### src/cms_map.svh
// register map, field positions, reset values and timing counts for the clock mode switch
// Contract
// - fll reference change between internal and external may overshoot fll frequency
// - in engaged fll modes the overshoot reaches the system clock
// - only external-fll to internal-fll mode changes, either way, are exposed
// - fll is disabled in low power bypass and pll modes, avoiding overshoot
// - status shows internal reference before the multiplexer has really switched
// - multiplexer switches 2 slow oscillator plus 2 external cycles after status
// - pll select in external pll or low power modes enables both oscillators; the code leaves out the low power internal mode
// - fast oscillator startup on that path may exceed low power run frequency
// - with wake select set any interrupt leaves low power run or stop to run
`ifndef CMS_MAP_SVH
`define CMS_MAP_SVH
`define CMS_ADDR_W        4
`define CMS_ADDR_CTRL     4'h0
`define CMS_ADDR_DCO      4'h4
`define CMS_ADDR_STATUS   4'h8
`define CMS_ADDR_POWER    4'hC
`define CMS_MODE_LSB      0
`define CMS_REF_BIT       4
`define CMS_PLL_BIT       5
`define CMS_REFA_BIT      6
`define CMS_REFB_BIT      7
`define CMS_FINE_BIT      0
`define CMS_RANGE_LSB     1
`define CMS_WAKE_BIT      0
`define CMS_STOP_BIT      1
`define CMS_RST_MODE      3'h0
`define CMS_RST_RANGE     2'h0
`define CMS_SYNC_CYCLES   2'h2
`endif

### src/cms_pkg.sv
// types shared by the clock mode switch logic
package cms_pkg;
	typedef enum logic [2:0] {
		CMS_FEI, CMS_FEE, CMS_FBI, CMS_FBE, CMS_BYPASSED_LOW_POWER_INTERNAL_MODE, CMS_BYPASSED_LOW_POWER_EXTERNAL_MODE, CMS_PBE, CMS_PEE
	} cms_mode_type;
	typedef enum logic [1:0] {
		CMS_SW_IDLE, CMS_SW_SLOW, CMS_SW_EXT
	} cms_sw_type;
	typedef enum logic [1:0] {
		CMS_PWR_RUN, CMS_PWR_VERY_LOW_POWER_RUN, CMS_PWR_VERY_LOW_POWER_STOP
	} cms_pwr_type;
endpackage

### src/cms_clock_mode_switch.sv
// clock mode switch control with avalon register slave
//
// Register access over Avalon-MM and the register addresses were left to the implementer.
`timescale 1ns/100ps
`include "cms_map.svh"
module cms_clock_mode_switch import cms_pkg::*; (
	input  wire logic        i_core_clk,
	input  wire logic        i_sys_rst,
	input  wire logic [3:0]  i_avs_address,
	input  wire logic        i_avs_read,
	input  wire logic        i_avs_write,
	input  wire logic [31:0] i_avs_writedata,
	output logic      [31:0] o_avs_readdata,
	output logic             o_avs_waitrequest,
	input  wire logic        i_slow_irc_clk,
	input  wire logic        i_ext_ref_clk,
	input  wire logic        i_irq,
	output logic             o_fll_enable,
	output logic             o_fll_drives_sys,
	output logic             o_fll_ref_internal,
	output logic             o_overshoot_risk,
	output logic             o_pll_enable,
	output logic             o_osc_a_enable,
	output logic             o_osc_b_enable,
	output logic             o_very_low_power_run_overspeed,
	output logic             o_run_mode,
	output logic             o_very_low_power_run_mode,
	output logic             o_very_low_power_stop_mode
);
	// all state in one struct: control fields written by software, the
	// reference switch sequencer, the pin synchronisers, the bus handshake
	// and the power state. one comb process builds the next copy, one
	// flop process registers it, so no field has a second driver.
	typedef struct packed {
		cms_mode_type mode;
		logic         ref_sel;
		logic         pll_sel;
		logic         refa;
		logic         refb;
		logic         fine;
		logic [1:0]   range;
		logic         wake;
		logic         ref_status;
		logic         mux_internal;
		cms_sw_type   sw;
		logic [1:0]   cnt;
		logic [2:0]   slow_sync;
		logic [2:0]   ext_sync;
		logic         acked;
		logic [31:0]  rdata;
		cms_pwr_type  pwr;
		logic         irq_seen;
		logic         overspeed;
	} cms_state_type;
	cms_state_type s_q, s_d;
	logic          slow_edge;
	logic          ext_edge;
	logic          fll_on;
	logic          hit;

	// rising edges counted when the second stage is high and the third still low
	assign slow_edge = s_q.slow_sync[1] & ~s_q.slow_sync[2];
	assign ext_edge  = s_q.ext_sync[1] & ~s_q.ext_sync[2];
	// fll off in low power bypass and pll modes
	assign fll_on = (s_q.mode == CMS_FEI) || (s_q.mode == CMS_FEE) ||
		(s_q.mode == CMS_FBI) || (s_q.mode == CMS_FBE);
	// request seen once; acked blocks a second take on the held request
	assign hit = (i_avs_read | i_avs_write) & ~s_q.acked;

	// next state
	// bus handshake: edge 1 sees the request and drops waitrequest,
	// edge 2 is where the master samples it low; writes land there and
	// read data, registered at edge 1, stands there.
	// the reference sequencer counts slow edges first, then external
	// edges, so the status bit leads the real multiplexer change.
	// clearing ref_select drops status and multiplexer at once; that
	// direction is not modelled with any delay.
	always_comb begin
		s_d = s_q;
		s_d.slow_sync = {s_q.slow_sync[1:0], i_slow_irc_clk};
		s_d.ext_sync  = {s_q.ext_sync[1:0], i_ext_ref_clk};
		s_d.acked = hit;
		s_d.rdata = 32'h0;
		// write lands on the edge where the master sees waitrequest low;
		// acked marks that edge, one after the request was first seen
		if (s_q.acked && i_avs_write) begin
			if (i_avs_address == `CMS_ADDR_CTRL) begin
				s_d.mode    = cms_mode_type'(i_avs_writedata[`CMS_MODE_LSB +: 3]);
				s_d.ref_sel = i_avs_writedata[`CMS_REF_BIT];
				s_d.pll_sel = i_avs_writedata[`CMS_PLL_BIT];
				s_d.refa    = i_avs_writedata[`CMS_REFA_BIT];
				s_d.refb    = i_avs_writedata[`CMS_REFB_BIT];
			end else if (i_avs_address == `CMS_ADDR_DCO) begin
				s_d.fine  = i_avs_writedata[`CMS_FINE_BIT];
				s_d.range = i_avs_writedata[`CMS_RANGE_LSB +: 2];
			end else if (i_avs_address == `CMS_ADDR_POWER) begin
				s_d.wake = i_avs_writedata[`CMS_WAKE_BIT];
				if (i_avs_writedata[`CMS_STOP_BIT]) begin
					s_d.pwr = CMS_PWR_VERY_LOW_POWER_STOP;
				end else if (s_q.pwr == CMS_PWR_RUN) begin
					s_d.pwr = CMS_PWR_VERY_LOW_POWER_RUN;
				end
			end
		end
		// read data registered on the first edge, standing on the second
		if (hit && i_avs_read) begin
			if (i_avs_address == `CMS_ADDR_CTRL) begin
				s_d.rdata = {24'h0, s_q.refb, s_q.refa, s_q.pll_sel, s_q.ref_sel,
					1'b0, s_q.mode};
			end else if (i_avs_address == `CMS_ADDR_DCO) begin
				s_d.rdata = {29'h0, s_q.range, s_q.fine};
			end else if (i_avs_address == `CMS_ADDR_STATUS) begin
				s_d.rdata = {29'h0, s_q.overspeed, s_q.mux_internal, s_q.ref_status};
			end else if (i_avs_address == `CMS_ADDR_POWER) begin
				s_d.rdata = {28'h0, 2'(s_q.pwr), 1'b0, s_q.wake};
			end
		end
		// reference switch sequencing
		case (s_q.sw)
			CMS_SW_IDLE: begin
				if (s_q.ref_sel && !s_q.ref_status) begin
					s_d.ref_status = 1'b1;
					s_d.sw = CMS_SW_SLOW;
					s_d.cnt = `CMS_SYNC_CYCLES;
				end else if (!s_q.ref_sel && s_q.ref_status) begin
					s_d.ref_status = 1'b0;
					s_d.mux_internal = 1'b0;
				end
			end
			CMS_SW_SLOW: begin
				if (slow_edge) begin
					s_d.cnt = s_q.cnt - 2'h1;
				end
				if (slow_edge && s_q.cnt == 2'h1) begin
					s_d.sw = CMS_SW_EXT;
					s_d.cnt = `CMS_SYNC_CYCLES;
				end
			end
			CMS_SW_EXT: begin
				if (ext_edge) begin
					s_d.cnt = s_q.cnt - 2'h1;
				end
				// external clock still feeds the fll until here
				if (ext_edge && s_q.cnt == 2'h1) begin
					s_d.mux_internal = 1'b1;
					s_d.sw = CMS_SW_IDLE;
				end
			end
			default: s_d.sw = CMS_SW_IDLE;
		endcase
		// power mode exits on interrupt
		s_d.irq_seen = i_irq;
		s_d.overspeed = 1'b0;
		if (i_irq && !s_q.irq_seen) begin
			if (s_q.wake && s_q.pwr != CMS_PWR_RUN) begin
				s_d.pwr = CMS_PWR_RUN;
			end else if (s_q.pwr == CMS_PWR_VERY_LOW_POWER_STOP) begin
				s_d.pwr = CMS_PWR_VERY_LOW_POWER_RUN;
				// fast oscillator startup flagged, not prevented
				s_d.overspeed = (s_q.mode == CMS_BYPASSED_LOW_POWER_INTERNAL_MODE);
			end
		end
	end

	// state register
	// reset puts the fll in its internal engaged mode, run power state,
	// status clear; the synchronisers start low like the idle clock pins
	always_ff @(posedge i_core_clk or posedge i_sys_rst) begin
		if (i_sys_rst) begin
			s_q <= '{mode: CMS_FEI, sw: CMS_SW_IDLE, pwr: CMS_PWR_RUN,
				range: `CMS_RST_RANGE, default: '0};
		end else begin
			s_q <= s_d;
		end
	end

	// registered outputs
	// every port comes from a flop; status levels lag state by one edge.
	// waitrequest idles high so a master never sees a stale answer.
	// oscillator enables follow pll select in the external pll and low
	// power external modes whatever oscillator is really in use; clearing
	// the unused reference bit does not keep its enable down there.
	always_ff @(posedge i_core_clk or posedge i_sys_rst) begin
		if (i_sys_rst) begin
			o_avs_readdata     <= 32'h0;
			o_avs_waitrequest  <= 1'b1;
			o_fll_enable       <= 1'b0;
			o_fll_drives_sys   <= 1'b0;
			o_fll_ref_internal <= 1'b0;
			o_overshoot_risk   <= 1'b0;
			o_pll_enable       <= 1'b0;
			o_osc_a_enable     <= 1'b0;
			o_osc_b_enable     <= 1'b0;
			o_very_low_power_run_overspeed   <= 1'b0;
			o_run_mode         <= 1'b0;
			o_very_low_power_run_mode        <= 1'b0;
			o_very_low_power_stop_mode        <= 1'b0;
		end else begin
			o_avs_readdata     <= s_d.rdata;
			o_avs_waitrequest  <= ~hit;
			o_fll_enable       <= fll_on;
			o_fll_drives_sys   <= (s_q.mode == CMS_FEI) || (s_q.mode == CMS_FEE);
			o_fll_ref_internal <= s_q.mux_internal;
			// mux change while fll runs risks overshoot
			o_overshoot_risk   <= fll_on && (s_q.mux_internal != s_d.mux_internal);
			o_pll_enable       <= s_q.pll_sel;
			// pll select in the external pll and low power external modes wakes both oscillators
			o_osc_a_enable     <= (s_q.pll_sel && (s_q.mode == CMS_PBE ||
				s_q.mode == CMS_BYPASSED_LOW_POWER_EXTERNAL_MODE || s_q.mode == CMS_PEE)) || s_q.refa;
			o_osc_b_enable     <= (s_q.pll_sel && (s_q.mode == CMS_PBE ||
				s_q.mode == CMS_BYPASSED_LOW_POWER_EXTERNAL_MODE || s_q.mode == CMS_PEE)) || s_q.refb;
			o_very_low_power_run_overspeed   <= s_q.overspeed;
			o_run_mode         <= s_q.pwr == CMS_PWR_RUN;
			o_very_low_power_run_mode        <= s_q.pwr == CMS_PWR_VERY_LOW_POWER_RUN;
			o_very_low_power_stop_mode        <= s_q.pwr == CMS_PWR_VERY_LOW_POWER_STOP;
		end
	end
endmodule // cms_clock_mode_switch

### config.mk
export PLATFORM = sky130hd
export DESIGN_NAME = cms_clock_mode_switch
export DESIGN_NICKNAME = d
export VERILOG_FILES = /design/src/cms_pkg.sv /design/src/cms_clock_mode_switch.sv
export VERILOG_INCLUDE_DIRS = /design/src
export SDC_FILE = /design/constraint.sdc
export NUM_CORES = 1
export LEC_CHECK = 0
export BUFFER_PORTS_ARGS = -buffer_cell sky130_fd_sc_hd__buf_2
export CAP_MARGIN = 20
export CORE_MARGIN = 2
export CORE_UTILIZATION = 54
export CTS_BUF_LIST = sky130_fd_sc_hd__clkbuf_2
export DETAILED_ROUTE_END_ITERATION = 8
export GPL_ROUTABILITY_DRIVEN = 0
export MAX_ROUTING_LAYER = met4
export PLACE_DENSITY = 0.88
export SLEW_MARGIN = 20
export SYNTH_ARGS = -nofsm -noshare
export SYNTH_HDL_FRONTEND = slang
export SYNTH_SLANG_ARGS = --single-unit
### constraint.sdc
create_clock -name i_core_clk -period 2.25 [get_ports i_core_clk]
set_input_delay 0.1125 -clock i_core_clk [delete_from_list [all_inputs] [get_ports i_core_clk]]
set_output_delay 0.1125 -clock i_core_clk [all_outputs]
set_load 0.005 [all_outputs]
Word-level counts from Yosys, hierarchy flattened
Index checks and enable logic that the tools add are counted.

Register bits after elaboration: 72. Output and inout port bits: 44.

Add/subtract/negate cells: 1. Eq/ne operators: 21. Mux-type cells: 28. Bitwise operators: 10. Reductions and logical operators: 33.

Operators with widths (count): two-way mux 2 bit (12); two-way mux 4 bit (5); two-way mux 8 bit (2); == test 3 bit (second input constant) (4); one-hot mux 2 bit (3 select lines) (2); logical AND 1 bit (10); == test 4 bit (second input constant) (2); != test 2 bit (second input constant) (4); AND reduction 4 bit (2); logical OR 1 bit (7); == test 2 x 1 -> 1 bit (second input constant) (3); == test 3 x 2 -> 1 bit (second input constant) (2); inverter 1 bit (6); AND reduction 3 bit (2); two-way mux 1 bit (5); == test 2 bit (second input constant) (2); == test 4 x 3 -> 1 bit (second input constant) (1); zero test 2 bit (2); zero test 4 bit (1); AND reduction 2 bit (2); nonzero test 2 bit (2); bitwise AND 1 bit (3); == test 3 x 1 -> 1 bit (second input constant) (1); zero test 1 bit (3); other kinds (8) (8).

Depth between registers and ports, before layout
Word-level depth: 10. Gate-level depth with buffers: 6.

Worst setup path after synthesis
No wires, ideal clock.

Path kind: reg-to-reg. Start point: register s_q[46] (netlist bit). End point: register s_q[43] (netlist bit). Data arrival time: 1.435 ns. Required time: 2.125 ns. Setup slack: 0.690 ns. Cell stages (with the launch flop): 7. Period minus slack after synthesis: 1.560 ns. Cell sequence: dfrtp_1 -> inv_1 -> ha_1 -> nor2b_1 -> a211oi_1 -> o21ai_1 -> mux2_2.

Cells in the longest elaborated chain, start to end: 3. Elaborated cells on any way between the ends: 9.

RTL lines: start: declaration (line cms_clock_mode_switch.sv:55) `cms_state_type s_q, s_d;`; start signal: assignment (line cms_clock_mode_switch.sv:170) `s_q <= '{mode: CMS_FEI, sw: CMS_SW_IDLE, pwr: CMS_PWR_RUN,`; == test 2 x 1 -> 1 bit, or another cell as far along (line cms_clock_mode_switch.sv:119) `case (s_q.sw)`; != test 3 bit (no source line), or another cell as far along; AND reduction 4 bit (no source line).

Parallel ways exist; a longest one is shown, timed or not. A chain may end at the register's enable or synchronous reset.

==> report_table.html <==
<table>
<tr><th>Metric</th><th>Value</th></tr>
<tr><th colspan="2">Outcome</th></tr>
<tr><td>Status</td><td>finished clean</td></tr>
<tr><th colspan="2">Logic synthesis</th></tr>
<tr><td>Fraction of registers with async set/reset</td><td>100%</td></tr>
<tr><td>Number of different library cells in the post-synthesis netlist</td><td>35</td></tr>
<tr><td>Yosys top cell area share</td><td>between 50% and 60%</td></tr>
<tr><td>Top cells by area, synth</td><td>dfrtp_1 55%, buf_4 8.4%, mux2_2 6.3%, ha_1 4.1%, nor2_1 2.3%</td></tr>
<tr><td>Area of the mapped netlist</td><td>0.00215 mm²</td></tr>
<tr><td>List of most frequent post-synthesis cells</td><td>47 x dfrtp_1, 24 x buf_4, 13 x nor2_1, 12 x inv_1, 12 x mux2_2</td></tr>
<tr><td>Mean cell area of the mapped netlist</td><td>between 10 and 15 µm²</td></tr>
<tr><td>Number of warnings issued by yosys</td><td>0</td></tr>
<tr><td>Portion of the post-synthesis area used by sequential elements</td><td>55.8%</td></tr>
<tr><td>Cells after Synth</td><td>183</td></tr>
<tr><td>Synthesis-stage register bit count</td><td>48</td></tr>
<tr><td>Most numerous cell in the Yosys netlist</td><td>dfrtp_1</td></tr>
<tr><td>Leading area contributor after synthesis</td><td>dfrtp_1</td></tr>
<tr><td>Commonest register cell after synthesis</td><td>dfrtp_1</td></tr>
<tr><td>Post-synth EDFFs</td><td>0</td></tr>
<tr><th colspan="2">Detailed routing</th></tr>
<tr><td>Detailed Route WL</td><td>around 3900 µm</td></tr>
<tr><td>Number of routed nets with antenna violations</td><td>0</td></tr>
<tr><td>Average wire per standard cell</td><td>13.2 µm</td></tr>
<tr><td>Number of vias per cell after detailed routing</td><td>around 4.9</td></tr>
<tr><td>Iteration count of the initial detailed-routing pass</td><td>4</td></tr>
<tr><td>Number of DRC markers in iteration 0</td><td>91</td></tr>
<tr><td>Number of vias after detailed routing</td><td>1440</td></tr>
<tr><td>Post-route DRC violation count</td><td>0</td></tr>
<tr><th colspan="2">Worst setup path</th></tr>
<tr><td>Startpoint-to-endpoint class of the critical path</td><td>register to register</td></tr>
<tr><td>Slowest CP cell</td><td>dlygate4sd3_1</td></tr>
<tr><td>R2r endpoint</td><td>o_avs_readdata[4]$_DFF_PP0_</td></tr>
<tr><td>CP cell instances</td><td>or4b_4, dlygate4sd3_1, nor4_1</td></tr>
<tr><td>Critical Path Start Type</td><td>register</td></tr>
<tr><td>Critical register-to-register path startpoint</td><td>s_q[36]$_DFF_PP0_</td></tr>
<tr><td>Worst-path maximum fanout</td><td>5</td></tr>
<tr><td>Worst setup slack for register-to-register paths</td><td>approximately 270 ps</td></tr>
<tr><td>Dominant delay contributor by cell family on the critical path</td><td>simple AND/OR/NAND/NOR gates</td></tr>
<tr><td>Number of buffer and inverter stages on the critical path</td><td>1</td></tr>
<tr><td>Path depth of the worst reg2reg path</td><td>3</td></tr>
<tr><td>Critical Path Sink Type</td><td>register</td></tr>
<tr><td>Crit path arrival time</td><td>~2400 ps</td></tr>
<tr><td>CP max stage delay</td><td>between 600 and 700 ps</td></tr>
<tr><td>Req. time, crit path</td><td>2620 ps</td></tr>
<tr><th colspan="2">Final layout</th></tr>
<tr><td>Number of antenna repair diodes</td><td>0</td></tr>
<tr><td>Final #Nets</td><td>approximately 290</td></tr>
<tr><td>Area growth from synthesis to final layout</td><td>18.5%</td></tr>
<tr><td>Final instance count without filler cells</td><td>292</td></tr>
<tr><td>Fraction of layout cells with a size suffix above 1</td><td>approximately 28%</td></tr>
<tr><th colspan="2">Power and ir drop</th></tr>
<tr><td>Share of total power consumed by net switching</td><td>30.4%</td></tr>
<tr><td>Total power draw</td><td>between 2 and 2.5 mW</td></tr>
<tr><td>Net switching power</td><td>approximately 0.61 mW</td></tr>
<tr><td>Proportion of power drawn by flip-flops and latches</td><td>between 50% and 60%</td></tr>
<tr><td>Internal portion of total power</td><td>1.41 mW</td></tr>
<tr><td>Part of the total power dissipated in combinational logic</td><td>23.4%</td></tr>
<tr><td>Maximum VDD drop</td><td>roughly 0.55 mV</td></tr>
<tr><td>Clock Power Share</td><td>between 20% and 30%</td></tr>
<tr><td>Pwr Density</td><td>792 mW/mm²</td></tr>
<tr><td>Leakage Power</td><td>between 1 and 1.5 nW</td></tr>
<tr><th colspan="2">Floorplan</th></tr>
<tr><td>Width of the chip</td><td>67.2 µm</td></tr>
<tr><td>Chip Height</td><td>about 67 µm</td></tr>
<tr><td>Total die area</td><td>around 0.0045 mm²</td></tr>
<tr><td>Cell row count</td><td>22</td></tr>
<tr><td>Starting density of the core</td><td>57.6%</td></tr>
<tr><td>Placeable core area</td><td>0.00374 mm²</td></tr>
<tr><td>Top-level port count</td><td>87</td></tr>
<tr><th colspan="2">STA</th></tr>
<tr><td>Total count of max-transition violations in the final report</td><td>0</td></tr>
<tr><td>Crit path time final</td><td>roughly 2000 ps</td></tr>
<tr><td>Final Cycle Share</td><td>between 80% and 90%</td></tr>
<tr><td>Setup repair after global routing missed its margin</td><td>no</td></tr>
<tr><td>Max Clk Rate</td><td>0.505 GHz</td></tr>
<tr><td>Setup total negative slack</td><td>0 ps</td></tr>
<tr><td>Setup-failing EPs final</td><td>0</td></tr>
<tr><td>Number of hold-slack violations in the final timing report</td><td>0</td></tr>
<tr><td>Worst clock skew</td><td>about 27 ps</td></tr>
<tr><th colspan="2">Min path</th></tr>
<tr><td>Count of cells along the worst hold path</td><td>4</td></tr>
<tr><td>Worst Hold Launch</td><td>i_avs_address[1]</td></tr>
<tr><td>Worst min-delay path endpoint</td><td>o_avs_readdata[6]$_DFF_PP0_</td></tr>
<tr><td>Hold/Removal Path Class</td><td>input port to register</td></tr>
<tr><th colspan="2">Clock network</th></tr>
<tr><td>Number of buffers created by CTS</td><td>5</td></tr>
<tr><td>Hold buffers post-CTS</td><td>17</td></tr>
<tr><td>Clock tree buffer depth</td><td>2</td></tr>
<tr><td>Clock latency reported for the late side of the worst-skew pair</td><td>440 ps</td></tr>
<tr><td>Clock Sinks</td><td>between 40 and 50</td></tr>
<tr><td>Root buffer selected by CTS</td><td>clkbuf_2</td></tr>
<tr><td>Number of H-tree levels</td><td>2</td></tr>
<tr><td>Clock transition time at the flip-flop clock pins of the worst setup and hold paths</td><td>between 200 and 300 ps</td></tr>
<tr><td>Post-CTS setup repair buffer count</td><td>0</td></tr>
<tr><td>CTS tree</td><td>yes</td></tr>
<tr><td>Post-cts repair resize count</td><td>0</td></tr>
<tr><th colspan="2">Global routing</th></tr>
<tr><td>First-pass GRT wire length</td><td>just under 6000 µm</td></tr>
<tr><td>Number of global-route vias before repair</td><td>1354</td></tr>
<tr><td>Total routing resource utilization after global routing</td><td>18.4%</td></tr>
<tr><td>Grt ovf</td><td>0</td></tr>
<tr><td>Initial antenna violation count</td><td>0</td></tr>
<tr><td>Maximum number of pins on one net before global-route repair</td><td>19</td></tr>
<tr><th colspan="2">Placement</th></tr>
<tr><td>Hpwl dp</td><td>2790 µm</td></tr>
<tr><td># port buffers</td><td>37</td></tr>
<tr><td>Placed instance count</td><td>267</td></tr>
<tr><th colspan="2">Job</th></tr>
<tr><td>Number of maximum-capacitance violations</td><td>0</td></tr>
</table>
## per-layer routing
layer | vias up | wire length [µm] | track usage, %
li1 | 687 | - | -
met1 | 694 | 1610 | 20.7
met2 | 51 | 1930 | 31.1
met3 | 8 | 247 | 5.50
met4 | 0 | 71 | 6.89
met5 | - | 0 | -
## placed cells by master, fill, tap and decap left out, drive strengths merged, types with 2 or more instances in the layout
master / synthesis / final
mux4: 2 / 2
conb: 1 / 24
mux2: 12 / 12
a211oi: 2 / 2
inv: 12 / 13
nor2: 13 / 13
buf: 26 / 39
dlygate4sd3: 0 / 17
nand3b: 4 / 4
nand2: 9 / 9
nand3: 2 / 2
o21ai: 7 / 7
and2: 3 / 3
dfrtp: 47 / 47
nand2b: 5 / 5
clkbuf: 0 / 5
a31oi: 3 / 3
a21oi: 5 / 5
nor3: 3 / 3
mux2i: 2 / 2
ha: 7 / 7
nor2b: 6 / 6
## registers in the layout, summed over array words and instances, names as in the netlist
signal	cells
o_run_mode	1
o_avs_readdata	8
o_overshoot_risk	1
o_osc_a_enable	1
o_pll_enable	1
o_very_low_power_run_mode	1
o_avs_waitrequest	1
s_d	4
o_fll_drives_sys	1
s_q	24
o_fll_enable	1
o_fll_ref_internal	1
o_very_low_power_stop_mode	1
o_very_low_power_run_overspeed	1
o_osc_b_enable	1
## logic make-up after synthesis
group	synth area share, %
and+or+nand+nor	13.8
DFF	55.8
muxes	9.29
AOI/OAI and AO/OA	5.92
adders and majority gates	4.06
other	0.174
buffers and inverters	10.9
## worst max path at each step
stage | start | endpoint | slack, ps | cells after the start
floorplan | s_q[46]$_DFFE_PP0P_ | s_q[43]$_DFFE_PP0P_ | 690 | 6
global placement | s_q[46]$_DFFE_PP0P_ | s_q[43]$_DFFE_PP0P_ | 540 | 6
detailed placement | s_q[46]$_DFFE_PP0P_ | s_q[43]$_DFFE_PP0P_ | 490 | 6
CTS | s_q[36]$_DFF_PP0_ | o_avs_readdata[4]$_DFF_PP0_ | 270 | 3
global route | s_q[36]$_DFF_PP0_ | o_avs_readdata[4]$_DFF_PP0_ | 250 | 3
finish | s_q[36]$_DFF_PP0_ | o_avs_readdata[4]$_DFF_PP0_ | 270 | 3
## power by group through the flow
stage | clock, mW | combinational, mW | sequential [mW]
CTS | 0.484 | 0.471 | 1.08
floorplan | 0 | 0.342 | 1.08
global placement | 0 | 0.423 | 1.09
detailed placement | 0 | 0.446 | 1.09
finish | 0.471 | 0.473 | 1.08
global route | 0.512 | 0.532 | 1.10
## metrics by stage
stage | instance area, µm² | hold slack, ps | util [%] | setup slack (ps)
2_1_floorplan | 2240 | 144 | - | 690
5_1_grt | 2550 | 74.0 | 68.2 | 250
4_1_cts | 2550 | 86.7 | 68.2 | 267
3_3_place_gp | 2310 | 81.8 | 61.7 | 537
6_report | 2550 | 109 | 68.2 | 268
3_5_place_dp | 2310 | 87.0 | 61.7 | 490
## worst register-to-register path: stages (launching register included)
cell,delay [ps]
dfrtp_1,460
or4b_4,570
dlygate4sd3_1,660
nor4_1,220
## area by class of cell
type                       instances  area [µm²]
clock inverter                     3        46.3
inverter                          12        45.0
tap                               48        60.1
clock buffer                       5        25.0
sequential                        48        1200
multi-input combinational        120         803
fill                             271        1190
timing repair buffer              56         370
Power figures use the tool's default switching activity.
